`src/qhp_pkg.sv`:
```
/*
 * Constants and types for the host bus port of the four-channel UART.
 * Assumes one clock at 100 MHz and channel logic on that same clock behind the port.
 */
// Operation
// Interface-select high strobes, low shared strobe
// Three address lines pick one register
// Eight-bit data bus, device drives reads
// Read strobe fall starts read, drive byte
// Write strobe rise stores bus byte
// Shared style: direction high read, low write
// Four chip selects enable channels A-D
// Shared style: channel A select qualifies all
// Shared style: B, C selects become address
// Shared style: read strobe, select D held high
// Channel bits zero to three pick A-D
// Data bus undriven outside reads
package qhp_pkg;

   // ************************************************************
   // Widths
   // ************************************************************
   localparam int QHP_DATA_W = 8;
   localparam int QHP_ADDR_W = 3;
   localparam int QHP_NCHAN = 4;
   localparam int QHP_CHAN_W = 2;

   // ************************************************************
   // Pin positions and codes
   // ************************************************************
   localparam int QHP_CS_A = 0;
   localparam int QHP_CS_B = 1;
   localparam int QHP_CS_C = 2;
   localparam logic QHP_SEL_STROBES = 1'h1;
   localparam logic QHP_DIR_READ = 1'h1;
   localparam logic [QHP_CHAN_W-1:0] QHP_CHAN_A = 2'h0;

   // ************************************************************
   // Types
   // ************************************************************
   typedef enum logic [1:0] {
      QHP_IDLE,
      QHP_RD_LOAD,
      QHP_RD_DRIVE,
      QHP_WR_HOLD
   } qhp_state_e;

   typedef struct packed {
      logic isel;
      logic rd_n;
      logic wr_n;
      logic [QHP_NCHAN-1:0] cs_n;
      logic [QHP_ADDR_W-1:0] addr;
      logic [QHP_DATA_W-1:0] data;
   } qhp_pins_s;

   typedef struct packed {
      qhp_pins_s sy1;
      qhp_pins_s sy2;
      logic prv_rd_n;
      logic prv_wr_n;
      logic prv_csa_n;
      qhp_state_e fsm;
      logic [QHP_CHAN_W-1:0] chan;
      logic [QHP_ADDR_W-1:0] addr;
      logic [QHP_DATA_W-1:0] wdata;
      logic [QHP_DATA_W-1:0] dout;
      logic oe;
      logic rd_req;
      logic wr_req;
   } qhp_state_s;

endpackage

```
`src/qhp_host_port.sv`:
```
/*
 * Host bus port of the four-channel UART: samples the asynchronous host pins,
 * turns strobes into one-cycle register requests and drives read data back.
 * Both bus styles share one sequencer; the mode pin only changes how the pins decode.
 * Assumes the channel logic presents the read byte one cycle after a read request,
 * that the host holds address and data until its strobe or select lifts,
 * and that the mode pin is static while a transfer is open.
 * Every host pin passes two flip-flops, so the port answers three cycles after a pin moves.
 */
`timescale 1ns/100ps
module qhp_host_port (
   // Clock and reset
   input wire logic I_CLK,
   input wire logic I_RSTN,
   // Host bus pins
   input wire logic I_IF_SEL,
   input wire logic I_READ_STROBE_N,
   input wire logic I_WRITE_STROBE_N,
   input wire logic I_CHAN_A_SELECT_N,
   input wire logic I_CHAN_B_SELECT_N,
   input wire logic I_CHAN_C_SELECT_N,
   input wire logic I_CHAN_D_SELECT_N,
   input wire logic [qhp_pkg::QHP_ADDR_W-1:0] I_REG_ADDR,
   input wire logic [qhp_pkg::QHP_DATA_W-1:0] I_DATA,
   output logic [qhp_pkg::QHP_DATA_W-1:0] O_DATA,
   output logic O_DATA_OE,
   // Channel side
   output logic O_RD_REQ,
   output logic O_WR_REQ,
   output logic [qhp_pkg::QHP_CHAN_W-1:0] O_CHAN,
   output logic [qhp_pkg::QHP_ADDR_W-1:0] O_REG_ADDR,
   output logic [qhp_pkg::QHP_DATA_W-1:0] O_WR_DATA,
   input wire logic [qhp_pkg::QHP_DATA_W-1:0] I_RD_DATA
);

   // ************************************************************
   // Channel decode
   // ************************************************************
   // With several selects low at once the lowest channel wins; hosts should never do that
   function automatic logic [qhp_pkg::QHP_CHAN_W-1:0] chan_of(input logic strobes,
                                                              input logic [qhp_pkg::QHP_NCHAN-1:0] cs_n);
      logic [qhp_pkg::QHP_CHAN_W-1:0] c;
      c = qhp_pkg::QHP_CHAN_A;
      if (strobes) begin
         for (int i = qhp_pkg::QHP_NCHAN - 1; i >= 0; i--) begin
            if (!cs_n[i]) begin
               c = qhp_pkg::QHP_CHAN_W'(i);
            end
         end
      end else begin
         c = {cs_n[qhp_pkg::QHP_CS_C], cs_n[qhp_pkg::QHP_CS_B]};
      end
      return c;
   endfunction

   // ************************************************************
   // Strobe helpers
   // ************************************************************
   // A transfer starts only on a high-to-low step of a synced pin, never on a low level,
   // so a strobe left low across a mode change cannot start a second transfer
   function automatic logic fell_of(input logic was_n,
                                    input logic now_n);
      logic f;
      f = was_n & ~now_n;
      return f;
   endfunction

   // Direction line of the shared style; high asks for a read
   function automatic logic is_read(input logic dir);
      logic r;
      r = (dir == qhp_pkg::QHP_DIR_READ);
      return r;
   endfunction

   // End of a transfer: the strobe lifts in strobe style, the one select lifts otherwise
   function automatic logic lifted_of(input logic strobes,
                                      input logic strobe_n,
                                      input logic csa_n);
      logic l;
      if (strobes) begin
         l = strobe_n;
      end else begin
         l = csa_n;
      end
      return l;
   endfunction

   // ************************************************************
   // State
   // ************************************************************
   // Whole port state in one register: pin stages, edge history, sequencer and outputs
   qhp_pkg::qhp_state_s st_r;
   qhp_pkg::qhp_state_s st_nxt;

   // ************************************************************
   // Next state
   // ************************************************************
   always_comb begin
      logic strobes;
      logic sel;
      logic rd_go;
      logic wr_go;
      logic rd_end;
      logic wr_end;
      qhp_pkg::qhp_pins_s p;
      strobes = 1'h0;
      sel = 1'h0;
      rd_go = 1'h0;
      wr_go = 1'h0;
      rd_end = 1'h0;
      wr_end = 1'h0;
      p = st_r.sy2;
      st_nxt = st_r;

      // Two stages before any logic looks at a pin
      st_nxt.sy1.isel = I_IF_SEL;
      st_nxt.sy1.rd_n = I_READ_STROBE_N;
      st_nxt.sy1.wr_n = I_WRITE_STROBE_N;
      st_nxt.sy1.cs_n = {I_CHAN_D_SELECT_N, I_CHAN_C_SELECT_N, I_CHAN_B_SELECT_N, I_CHAN_A_SELECT_N};
      st_nxt.sy1.addr = I_REG_ADDR;
      st_nxt.sy1.data = I_DATA;
      st_nxt.sy2 = st_r.sy1;

      // Previous synced levels for the edge finders
      st_nxt.prv_rd_n = p.rd_n;
      st_nxt.prv_wr_n = p.wr_n;
      st_nxt.prv_csa_n = p.cs_n[qhp_pkg::QHP_CS_A];

      // Requests are single-cycle pulses
      st_nxt.rd_req = 1'h0;
      st_nxt.wr_req = 1'h0;

      // Style decode
      strobes = (p.isel == qhp_pkg::QHP_SEL_STROBES);
      if (strobes) begin
         sel = ~&p.cs_n;
         rd_go = fell_of(st_r.prv_rd_n, p.rd_n) & sel;
         wr_go = fell_of(st_r.prv_wr_n, p.wr_n) & sel;
      end else begin
         // Read strobe and select D are not looked at in this style
         sel = fell_of(st_r.prv_csa_n, p.cs_n[qhp_pkg::QHP_CS_A]);
         rd_go = sel & is_read(p.wr_n);
         wr_go = sel & ~is_read(p.wr_n);
      end
      rd_end = lifted_of(strobes, p.rd_n, p.cs_n[qhp_pkg::QHP_CS_A]);
      wr_end = lifted_of(strobes, p.wr_n, p.cs_n[qhp_pkg::QHP_CS_A]);

      // Transaction sequencer
      unique case (st_r.fsm)
         qhp_pkg::QHP_IDLE: begin
            // Bus released whenever no read is open
            st_nxt.oe = 1'h0;
            if (rd_go) begin
               st_nxt.rd_req = 1'h1;
               st_nxt.chan = chan_of(strobes, p.cs_n);
               st_nxt.addr = p.addr;
               st_nxt.fsm = qhp_pkg::QHP_RD_LOAD;
            end else if (wr_go) begin
               // Channel is caught at the start: selects may lift with the strobe
               st_nxt.chan = chan_of(strobes, p.cs_n);
               st_nxt.fsm = qhp_pkg::QHP_WR_HOLD;
            end
         end

         qhp_pkg::QHP_RD_LOAD: begin
            // Channel byte is valid one cycle after the request; a strobe already lifted cancels the drive
            st_nxt.dout = I_RD_DATA;
            st_nxt.oe = ~rd_end;
            if (rd_end) begin
               st_nxt.fsm = qhp_pkg::QHP_IDLE;
            end else begin
               st_nxt.fsm = qhp_pkg::QHP_RD_DRIVE;
            end
         end

         qhp_pkg::QHP_RD_DRIVE: begin
            // Byte stands on the bus until the strobe or select lifts
            if (rd_end) begin
               st_nxt.oe = 1'h0;
               st_nxt.fsm = qhp_pkg::QHP_IDLE;
            end
         end

         qhp_pkg::QHP_WR_HOLD: begin
            if (wr_end) begin
               // Byte and address taken as the strobe or select lifts; host holds them to then
               st_nxt.wr_req = 1'h1;
               st_nxt.addr = p.addr;
               st_nxt.wdata = p.data;
               st_nxt.fsm = qhp_pkg::QHP_IDLE;
            end
         end
      endcase
   end

   // ************************************************************
   // State register
   // ************************************************************
   // Pins reset low so no false falling edge is seen at release
   always_ff @(posedge I_CLK or negedge I_RSTN) begin
      if (!I_RSTN) begin
         st_r <= '0;
      end else begin
         st_r <= st_nxt;
      end
   end

   // ************************************************************
   // Outputs
   // ************************************************************
   // Bus side
   assign O_DATA = st_r.dout;
   assign O_DATA_OE = st_r.oe;

   // Channel side
   assign O_RD_REQ = st_r.rd_req;
   assign O_WR_REQ = st_r.wr_req;
   assign O_CHAN = st_r.chan;
   assign O_REG_ADDR = st_r.addr;
   assign O_WR_DATA = st_r.wdata;

endmodule // qhp_host_port

```
`config.mk`:
```
export PLATFORM = sky130hd
export DESIGN_NAME = qhp_host_port
export DESIGN_NICKNAME = d
export VERILOG_FILES = /design/src/qhp_pkg.sv /design/src/qhp_host_port.sv
export SDC_FILE = /design/constraint.sdc
export NUM_CORES = 1
export LEC_CHECK = 0
export BUFFER_PORTS_ARGS = -buffer_cell sky130_fd_sc_hd__buf_4
export CAP_MARGIN = 10
export CORE_AREA = 2 2 89 82
export DETAILED_ROUTE_END_ITERATION = 10
export DIE_AREA = 0 0 91 84
export PLACE_DENSITY = 0.63
export SKIP_CTS_REPAIR_TIMING = 1
export SLEW_MARGIN = 5
export SYNTH_ARGS = -nofsm -noshare
export SYNTH_HDL_FRONTEND = slang
export SYNTH_SLANG_ARGS = --single-unit
```
`constraint.sdc`:
```
create_clock -name I_CLK -period 3.8 [get_ports I_CLK]
set_clock_uncertainty 0.15 [all_clocks]
set_input_delay 0.76 -clock I_CLK [delete_from_list [all_inputs] [get_ports I_CLK]]
set_output_delay 0.76 -clock I_CLK [all_outputs]
set_load 0.02 [all_outputs]
```
* Word-level counts from Yosys, hierarchy flattened
Index checks and enable logic that the tools add are counted.
** Word-level totals
- Register bits after elaboration :: 65
- Bits of input ports :: 28
- Output and inout port bits :: 24
** Operators by class
- Equality and inequality tests :: 7
- Muxes and demuxes :: 24
- Bitwise gates (word level) :: 11
- Reduce and logical (&&, ||, !) cells :: 11
** Operators with widths (count)
- two-way mux 2 bit :: 8
- two-way mux 11 bit :: 1
- two-way mux 1 bit :: 9
- two-way mux 4 bit :: 2
- case mux 2 bit (4 select lines) :: 1
- AND 1 bit :: 7
- != test 2 bit, second input constant :: 3
- case mux 3 bit (2 select lines) :: 1
- AND reduction 2 bit :: 3
- AND reduction 3 bit :: 2
- equality test 2 bit, second input constant :: 2
- inverter 1 bit :: 4
- AND reduction 4 bit :: 1
- nonzero test 2 bit :: 2
- two-way mux 3 bit :: 1
- != test 3 bit, second input constant :: 1
- case mux 1 bit (3 select lines) :: 1
- nonzero test 3 bit :: 1
- equality test 2 x 1 -> 1 bit, second input constant :: 1
- zero test 2 bit :: 1
- zero test 1 bit :: 1

* Depth between registers and ports, before layout
Gate-level depths: netlist (run 1).
- Depth in word-level cells :: 8
- Depth in mapped cells :: 5
- Gate-level depth less buffers :: 4

* Worst setup path after synthesis (run 1)
OpenSTA, ideal clock, no wires.
- Path type :: register to register
- Start point :: register st_r[25] in the netlist's numbering
- End point :: register st_r, in the netlist O_CHAN[1]
- Setup time :: 0.125 ns
- Arrival :: 1.277 ns
- Required time :: 3.525 ns
- Slack :: 2.248 ns
- Stages on the path, launching flop included :: 5
- Clock period less this slack :: 1.552 ns
- Cells stage by stage :: dfrtp_1 > buf_2 > or2_1 > a21oi_2 > mux2_2
** Between the ends
- Cells in the longest elaborated chain, start to end :: 2
** RTL lines
- start, declared :: RTL line qhp_host_port.sv:92 : qhp_pkg::qhp_state_s st_r;
- start signal, assigned :: RTL line qhp_host_port.sv:204 : st_r <= st_nxt;
- zero test 2 bit :: RTL line qhp_host_port.sv:149 : unique case (st_r.fsm)
- AND reduction 2 bit (no line)
No other way between the ends.
A chain may end at the register's enable or synchronous reset.

* Worst setup path after layout (run 1)
- Start point :: register st_r[24] in the netlist's numbering
- End point :: register st_r, in the netlist O_DATA[7]
** Between the ends
- Cells in the longest elaborated chain, start to end :: 1
** RTL lines (RTL line)
- equality test 2 x 1 -> 1 bit :: qhp_host_port.sv:149
No other way between the ends.

==> results of run 1 <==
-- worst max-delay path: cells and delay by family, from the launching register on --
family        cells  cell delay [ps]
simple gates      1              640
mux               1              410
flops             1              540
-- through the flow --
| step | utilization, % | hold slack, ps | total power (uW) | cell area, sq um |
|---|---|---|---|---|
| after floorplan | - | 181 | 1410 | 2360 |
| after global placement | 39.0 | 182 | 1490 | 2660 |
| after detailed placement | 39.0 | 185 | 1500 | 2660 |
| after CTS | 42.9 | 201 | 2280 | 2930 |
| after global routing | 42.9 | 201 | 2370 | 2930 |
| final | 42.9 | 197 | 2240 | 2930 |
-- flip-flops by register name (all words and copies together) (netlist names) --
register,count
O_CHAN,2
O_DATA,8
O_DATA_OE,1
O_RD_REQ,1
O_REG_ADDR,3
O_WR_DATA,8
O_WR_REQ,1
st_nxt,21
st_r,20
-- layout make-up --
class / count / share of cell area, %
timing repair buffer: 51 / 13.1
sequential: 65 / 55.6
clock buffer: 9 / 4.23
tap: 93 / 3.98
multi-input combinational: 64 / 17.4
inverter: 7 / 0.898
clock inverter: 7 / 4.87
-- Yosys cell counts (2+ instances only) --
cell and instances:
a21oi_1 3, a31oi_1 2, buf_2 4, buf_4 21, buf_6 2, dfrtp_1 65
inv_1 7, mux2_2 17, mux2i_1 5, nand2_1 8, nand3_1 2, nand4_1 4
nor2_1 2, nor2b_1 5, o211ai_1 2, o21ai_0 3
-- path summary, 6_finish.rpt --
check                      cells after the start            startpoint                     to  slack [ps]
max                                            2  st_r[24]$_DFFE_PN0P_  O_DATA[7]$_DFFE_PN0P_        1950
min                                            0  st_nxt[40]$_DFF_PN0_   st_nxt[26]$_DFF_PN0_         200
max reg2reg                                    2  st_r[24]$_DFFE_PN0P_  O_DATA[7]$_DFFE_PN0P_        1950
min reg2reg                                    0  st_nxt[40]$_DFF_PN0_   st_nxt[26]$_DFF_PN0_         200
max in group asynchronous                      1                I_RSTN  O_DATA[0]$_DFFE_PN0P_        2620
min in group asynchronous                      1                I_RSTN     st_r[37]$_DFF_PN0_         360
-- report_power, final --
part | internal (uW) | switching, uW | leakage (uW)
Sequential | 836 | 93.5 | 0.000775
Clock | 503 | 262 | 0.000133
Combinational | 275 | 273 | 0.000456
Total | 1610 | 629 | 0.00136
-- cell families (layout without fill, tap and decap cells) --
| group | Yosys count | count (layout) | synth area share, % |
|---|---|---|---|
| and+or+nand+nor | 27 | 27 | 6.84 |
| muxes | 22 | 22 | 10.2 |
| AOI/OAI and AO/OA | 15 | 15 | 4.45 |
| buffers and inverters | 34 | 74 | 9.59 |
| DFF | 65 | 65 | 68.9 |
-- layer usage --
layer	GRT usage (%)	part of all wire (%)
met1	13.7	45
met2	13.8	44
met3	4.88	8.5
met4	5.37	2.4
met5	0	0
==> tab_implementation.tex, run 1 <==
\begin{tabular}{lr}
\hline
Metric & Value \\
\hline
\multicolumn{2}{l}{\textbf{Clock network}} \\
\quad Worst skew pair latency & 330 ps \\
\quad Clock tree from TritonCTS & done \\
\quad Library cell used as clock root buffer & clkbuf\_8 \\
\quad Number of sinks handled by clock tree synthesis & 65 \\
\quad Clock buffer depth & 2 \\
\quad H-tree levels & 3 \\
\quad Clock slew at reported path FFs & 70 ps \\
\quad Num CTS Buffers & 9 \\
\multicolumn{2}{l}{\textbf{Critical path}} \\
\quad Critical-path cell with the highest stage delay & nor2b\_1 \\
\quad Setup Crit Path Kind & flip-flop to flip-flop \\
\quad Signal arrival time at the worst endpoint & 1920 ps \\
\quad Critical path data required time & 3870 ps \\
\quad Critical Path Source Type & flip-flop \\
\quad Critical Path End Type & flip-flop \\
\quad Worst path max stage delay & 640 ps \\
\quad Crit path cell chain & nor2b\_1 > mux2\_2 \\
\quad Worst Path Max Fanout & 12 \\
\multicolumn{2}{l}{\textbf{STA}} \\
\quad Period minus WS final & 1850 ps \\
\quad RSZ-0062 raised after global routing & false \\
\quad Total negative slack & 0 ps \\
\quad Relative max-transition margin & 47.0\% \\
\quad Final setup viols & 0 \\
\quad Final Max Tran Viols & 0 \\
\quad Fraction of the cycle the final worst path needs & 48.7\% \\
\quad Final hold violation count & 0 \\
\quad Maximum frequency from static timing analysis & 541 MHz \\
\quad Worst Max-Slew Pin Slew & 796 ps \\
\quad Final Worst Setup Slack & 1950 ps \\
\multicolumn{2}{l}{\textbf{Synth}} \\
\quad Seq cells post-synth & 65 \\
\quad Number of synthesized flops with an enable pin & 0 \\
\quad Leading cell types by total area after synthesis & dfrtp\_1, mux2\_2, buf\_4 \\
\quad Average footprint of a synthesized cell & 14.5 sq um \\
\quad Synth Instances & 163 \\
\quad Count of yosys warnings during synthesis & 0 \\
\quad Largest area contributor in the synthesized netlist & dfrtp\_1 \\
\quad Sequential share of the synthesized area & 68.9\% \\
\quad Number of nets produced by synthesis & 191 \\
\quad Distinct cell type count of the synthesized netlist & 27 \\
\quad Most used flip-flop cell after synthesis & dfrtp\_1 \\
\quad Synth top area share & 68.9\% \\
\quad Proportion of synthesized flip-flops having asynchronous set or reset & 100\% \\
\quad Synthesized area & 2360 sq um \\
\multicolumn{2}{l}{\textbf{Global route}} \\
\quad Maximum number of pins on one net before global-route repair & 66 \\
\quad Grt total ovfl & 0 \\
\quad First-pass GRT wire length & 5950 microns \\
\quad Vias in the first global route & 1248 \\
\quad GRT Total Usage & 10.3\% \\
\quad Initial antenna violation count & 0 \\
\multicolumn{2}{l}{\textbf{Final layout}} \\
\quad Final-stage net count & 226 \\
\quad Total area of sequential cells & 1630 sq um \\
\quad Number of fill cells & 669 \\
\quad Antenna diode instance count & 0 \\
\quad Layout cell share with drive strength beyond 1 & 43.8\% \\
\quad Most frequent cells in the layout & dfrtp\_1, buf\_4, mux2\_2 \\
\quad Syn-to-layout area delta & 24.0\% \\
\quad Leading cell type in the layout, fill and taps excluded & dfrtp\_1 \\
\quad Fin cells & 296 \\
\quad Area used by multi-input combinational logic & 508 sq um \\
\multicolumn{2}{l}{\textbf{Route}} \\
\quad DRT Pass-1 Iters & 4 \\
\quad Antenna Violating Nets Remaining & 0 \\
\quad Routed via count divided by cell count & 4.22 \\
\quad Via count & 1248 \\
\quad Number of design-rule violations left by the first detailed-router iteration & 61 \\
\quad Number of DRC violations after detailed routing & 0 \\
\quad Final WL & 3530 microns \\
\quad Routed wirelength normalized by instance count & 11.9 microns \\
\multicolumn{2}{l}{\textbf{Floorplanning}} \\
\quad Num ports & 52 \\
\quad Die Y-Extent & 84 microns \\
\quad Area of the die & 7640 sq um \\
\quad Area of the core region & 6820 sq um \\
\quad Starting utilization of the core area & 34.6\% \\
\quad Die X-Extent & 91 microns \\
\quad Row cnt & 29 \\
\multicolumn{2}{l}{\textbf{Power}} \\
\quad PwrDens & 766 nW/um\^{}2 \\
\quad Leakage power & 0.00136 uW \\
\quad Worst IR Drop VDD & 0.000304 V \\
\multicolumn{2}{l}{\textbf{Flow run}} \\
\quad Total of max-cap violations & 0 \\
\multicolumn{2}{l}{\textbf{Placement}} \\
\quad Number of cells after detailed placement & 280 \\
\quad Dpl ws & 1900 ps \\
\quad Count of buffers from port buffering & 51 \\
\quad Routability Congestion & 0.764 \\
\quad Estimated wirelength of the detail-placed design & 2280 microns \\
\multicolumn{2}{l}{\textbf{Hold path}} \\
\quad Hold/Removal Path Class & flip-flop to flip-flop \\
\multicolumn{2}{l}{\textbf{Run status}} \\
\quad Outcome & completed \\
\hline
\end{tabular}
No activity file was read; power rests on OpenSTA's default activity.
==> run 2, diff against run 1 <==
==> constraint.sdc (replaced) <==
create_clock -name I_CLK -period 1.8 [get_ports I_CLK]
set_clock_uncertainty 0.15 [all_clocks]
set_input_delay 0.36 -clock I_CLK [delete_from_list [all_inputs] [get_ports I_CLK]]
set_output_delay 0.36 -clock I_CLK [all_outputs]
set_load 0.02 [all_outputs]
==> run 2 against run 1 <==
  * Clock power rose by 62%
  * Hold slack got worse by 100 ps
  * Maximum frequency rose by 14%
  * Largest power group unchanged
==> tab_implementation.tex, run 2 (synthesis results as in run 1) <==
\begin{tabular}{lr}
\hline
Metric & Value \\
\hline
\multicolumn{2}{l}{\textbf{STA}} \\
\quad Total negative slack & 0 ps \\
\quad Period minus WS final & 1630 ps \\
\quad RSZ-0062 raised after global routing & false \\
\quad Worst Max-Slew Pin Slew & 323 ps \\
\quad Final Worst Setup Slack & 175 ps \\
\quad Fraction of the cycle the final worst path needs & 90.3\% \\
\quad Final setup viols & 0 \\
\quad Maximum frequency from static timing analysis & 615 MHz \\
\quad Relative max-transition margin & 77.9\% \\
\quad Worst hold-check slack & 95.3 ps \\
\quad Final Max Tran Viols & 0 \\
\quad Final hold violation count & 0 \\
\multicolumn{2}{l}{\textbf{Floorplanning}} \\
\quad Die X-Extent & 91 microns \\
\quad Area of the core region & 6820 sq um \\
\quad Starting utilization of the core area & 34.6\% \\
\quad Die Y-Extent & 84 microns \\
\quad Area of the die & 7640 sq um \\
\quad Num ports & 52 \\
\quad Row cnt & 29 \\
\multicolumn{2}{l}{\textbf{Critical path}} \\
\quad Worst reg2reg setup slack & 170 ps \\
\quad R2R Path End & O\_WR\_DATA[7]\$\_DFFE\_PN0P\_ \\
\quad Setup Crit Path Kind & flip-flop to flip-flop \\
\quad Critical path data required time & 1880 ps \\
\quad Crit path cell chain & mux2i\_1 > nor2\_4 > mux2\_2 \\
\quad Stages on the worst setup path & 3 \\
\quad Worst path max stage delay & 500 ps \\
\quad Critical-path cell with the highest stage delay & dfrtp\_1 \\
\quad Count of buffering cells on the critical path with inverters included & 0 \\
\quad Cell class contributing the biggest share of worst-path delay & multiplexers \\
\quad Startpoint of the worst setup timing path & st\_nxt[26]\$\_DFF\_PN0\_ \\
\quad Path depth of the worst reg2reg path & 3 \\
\quad Critical Path End Type & flip-flop \\
\quad Critical Path Source Type & flip-flop \\
\quad Worst Path Max Fanout & 9 \\
\quad Launching point of the worst reg2reg path & st\_nxt[26]\$\_DFF\_PN0\_ \\
\quad Signal arrival time at the worst endpoint & 1700 ps \\
\quad End point of the critical path & O\_WR\_DATA[7]\$\_DFFE\_PN0P\_ \\
\multicolumn{2}{l}{\textbf{Final layout}} \\
\quad Number of flip-flops in the largest register & 21 \\
\quad Number of fill cells & 645 \\
\quad Syn-to-layout area delta & 31.1\% \\
\quad Utilization after layout & 45.4\% \\
\quad Antenna diode instance count & 0 \\
\quad Final-stage net count & 249 \\
\quad Layout cell share with drive strength beyond 1 & 41.2\% \\
\quad Final instance area & 3100 sq um \\
\quad Leading cell type in the layout, fill and taps excluded & dfrtp\_1 \\
\quad Most frequent cells in the layout & dfrtp\_1, buf\_4, dlygate4sd3\_1 \\
\multicolumn{2}{l}{\textbf{Route}} \\
\quad Routed wirelength normalized by instance count & 11.5 microns \\
\quad DRT Pass-1 Iters & 4 \\
\quad Final WL & 3650 microns \\
\quad Number of DRC violations after detailed routing & 0 \\
\quad Antenna Violating Nets Remaining & 0 \\
\quad Routed via count divided by cell count & 4.13 \\
\quad Via count & 1316 \\
\quad Number of design-rule violations left by the first detailed-router iteration & 84 \\
\multicolumn{2}{l}{\textbf{Global route}} \\
\quad Met3 track demand over resource & 5.42\% \\
\quad Vias in the first global route & 1310 \\
\quad Maximum number of pins on one net before global-route repair & 40 \\
\quad Grt total ovfl & 0 \\
\quad Initial antenna violation count & 0 \\
\quad Met1 track utilization from global routing & 14.2\% \\
\quad GRT Total Usage & 10.8\% \\
\quad First-pass GRT wire length & 6190 microns \\
\quad GR met2 Demand/Resource & 14.9\% \\
\quad Layer carrying the most global-route usage & met2 \\
\multicolumn{2}{l}{\textbf{Clock network}} \\
\quad Num CTS Buffers & 9 \\
\quad H-tree levels & 3 \\
\quad Clock slew at reported path FFs & 80 ps \\
\quad Clock tree from TritonCTS & done \\
\quad Worst skew pair latency & 340 ps \\
\quad Clock buffer depth & 2 \\
\quad Library cell used as clock root buffer & clkbuf\_8 \\
\quad Number of sinks handled by clock tree synthesis & 65 \\
\multicolumn{2}{l}{\textbf{Placement}} \\
\quad Count of buffers from port buffering & 51 \\
\quad Cell area after placement & 2700 sq um \\
\quad Routability Congestion & 0.803 \\
\quad Dpl ws & 143 ps \\
\quad Estimated wirelength of the detail-placed design & 2420 microns \\
\multicolumn{2}{l}{\textbf{Power}} \\
\quad PwrDens & 1430 nW/um\^{}2 \\
\quad Switching share of total power & 30.5\% \\
\quad Worst IR Drop VDD & 0.000619 V \\
\quad Switching power of the nets & 1350 uW \\
\quad Leakage power & 0.00144 uW \\
\quad Design internal power & 3070 uW \\
\quad Clock share of power & 28.1\% \\
\quad Sequential fraction of design power & 44.3\% \\
\quad Combinational Power Share & 27.6\% \\
\multicolumn{2}{l}{\textbf{Hold path}} \\
\quad Number of instances on the worst hold path & 2 \\
\quad Worst Min Path Start & I\_RD\_DATA[6] \\
\quad Hold/Removal Path Class & primary input to flip-flop \\
\multicolumn{2}{l}{\textbf{Flow run}} \\
\quad Total of max-cap violations & 0 \\
\multicolumn{2}{l}{\textbf{Run status}} \\
\quad Outcome & completed \\
\hline
\end{tabular}
[run 2: cell types whose count changed in the layout (fill, tap and decap cells not counted), sizes merged]
cell,delta
buf,+4
bufinv,-3
clkbuf,+1
clkinv,-1
clkinvlp,+1
dlygate4sd3,+19
inv,+2
[run 2: worst reg2reg max path, stage by stage (launching register included)]
cell and delay, ps:
dfrtp_1 500, mux2i_1 200, nor2_4 290, mux2_2 380
[run 2: metal layers]
| layer | part of all wire, % | wire length, microns |
|---|---|---|
| met2 | 45 | 1630 |
| met4 | 1.3 | 46 |
| met3 | 7.0 | 254 |
| met5 | 0 | 0 |
| met1 | 47 | 1720 |
[run 2: power groups by stage]
| stage | sequential, uW | clock, uW | combinational [uW] |
|---|---|---|---|
| after floorplan | 1910 | 0 | 1060 |
| after global placement | 1990 | 0 | 1190 |
| after detailed placement | 1990 | 0 | 1210 |
| after CTS | 1970 | 1290 | 1210 |
| after global routing | 2020 | 1370 | 1320 |
| final | 1960 | 1240 | 1220 |
[run 2: worst min-delay path by stage]
stage / slack (ps) / end
after floorplan: -90 / O_CHAN[0]$_DFFE_PN0P_
after global placement: 150 / st_nxt[44]$_DFF_PN0_
after detailed placement: 150 / st_nxt[43]$_DFF_PN0_
after CTS: -230 / O_DATA[1]$_DFFE_PN0P_
after global routing: 80 / O_DATA[1]$_DFFE_PN0P_
final: 100 / O_DATA[6]$_DFFE_PN0P_
[run 2: metrics by stage]
step / cells / power [uW]
final: 319 / 4420
after global routing: 319 / 4710
after CTS: 300 / 4470
after global placement: 284 / 3180
after detailed placement: 284 / 3200
after floorplan: 163 / 2970
[run 2: cell type report]
cell class,instances,area (sq um),area share (%)
clock inverters,6,65.1,2.10
flip-flops and latches,65,1630,52.5
repair buffers,74,616,19.9
multi-input cells,64,508,16.4
well taps,93,116,3.76
inverters,7,26.3,0.849
clock buffers,10,138,4.45
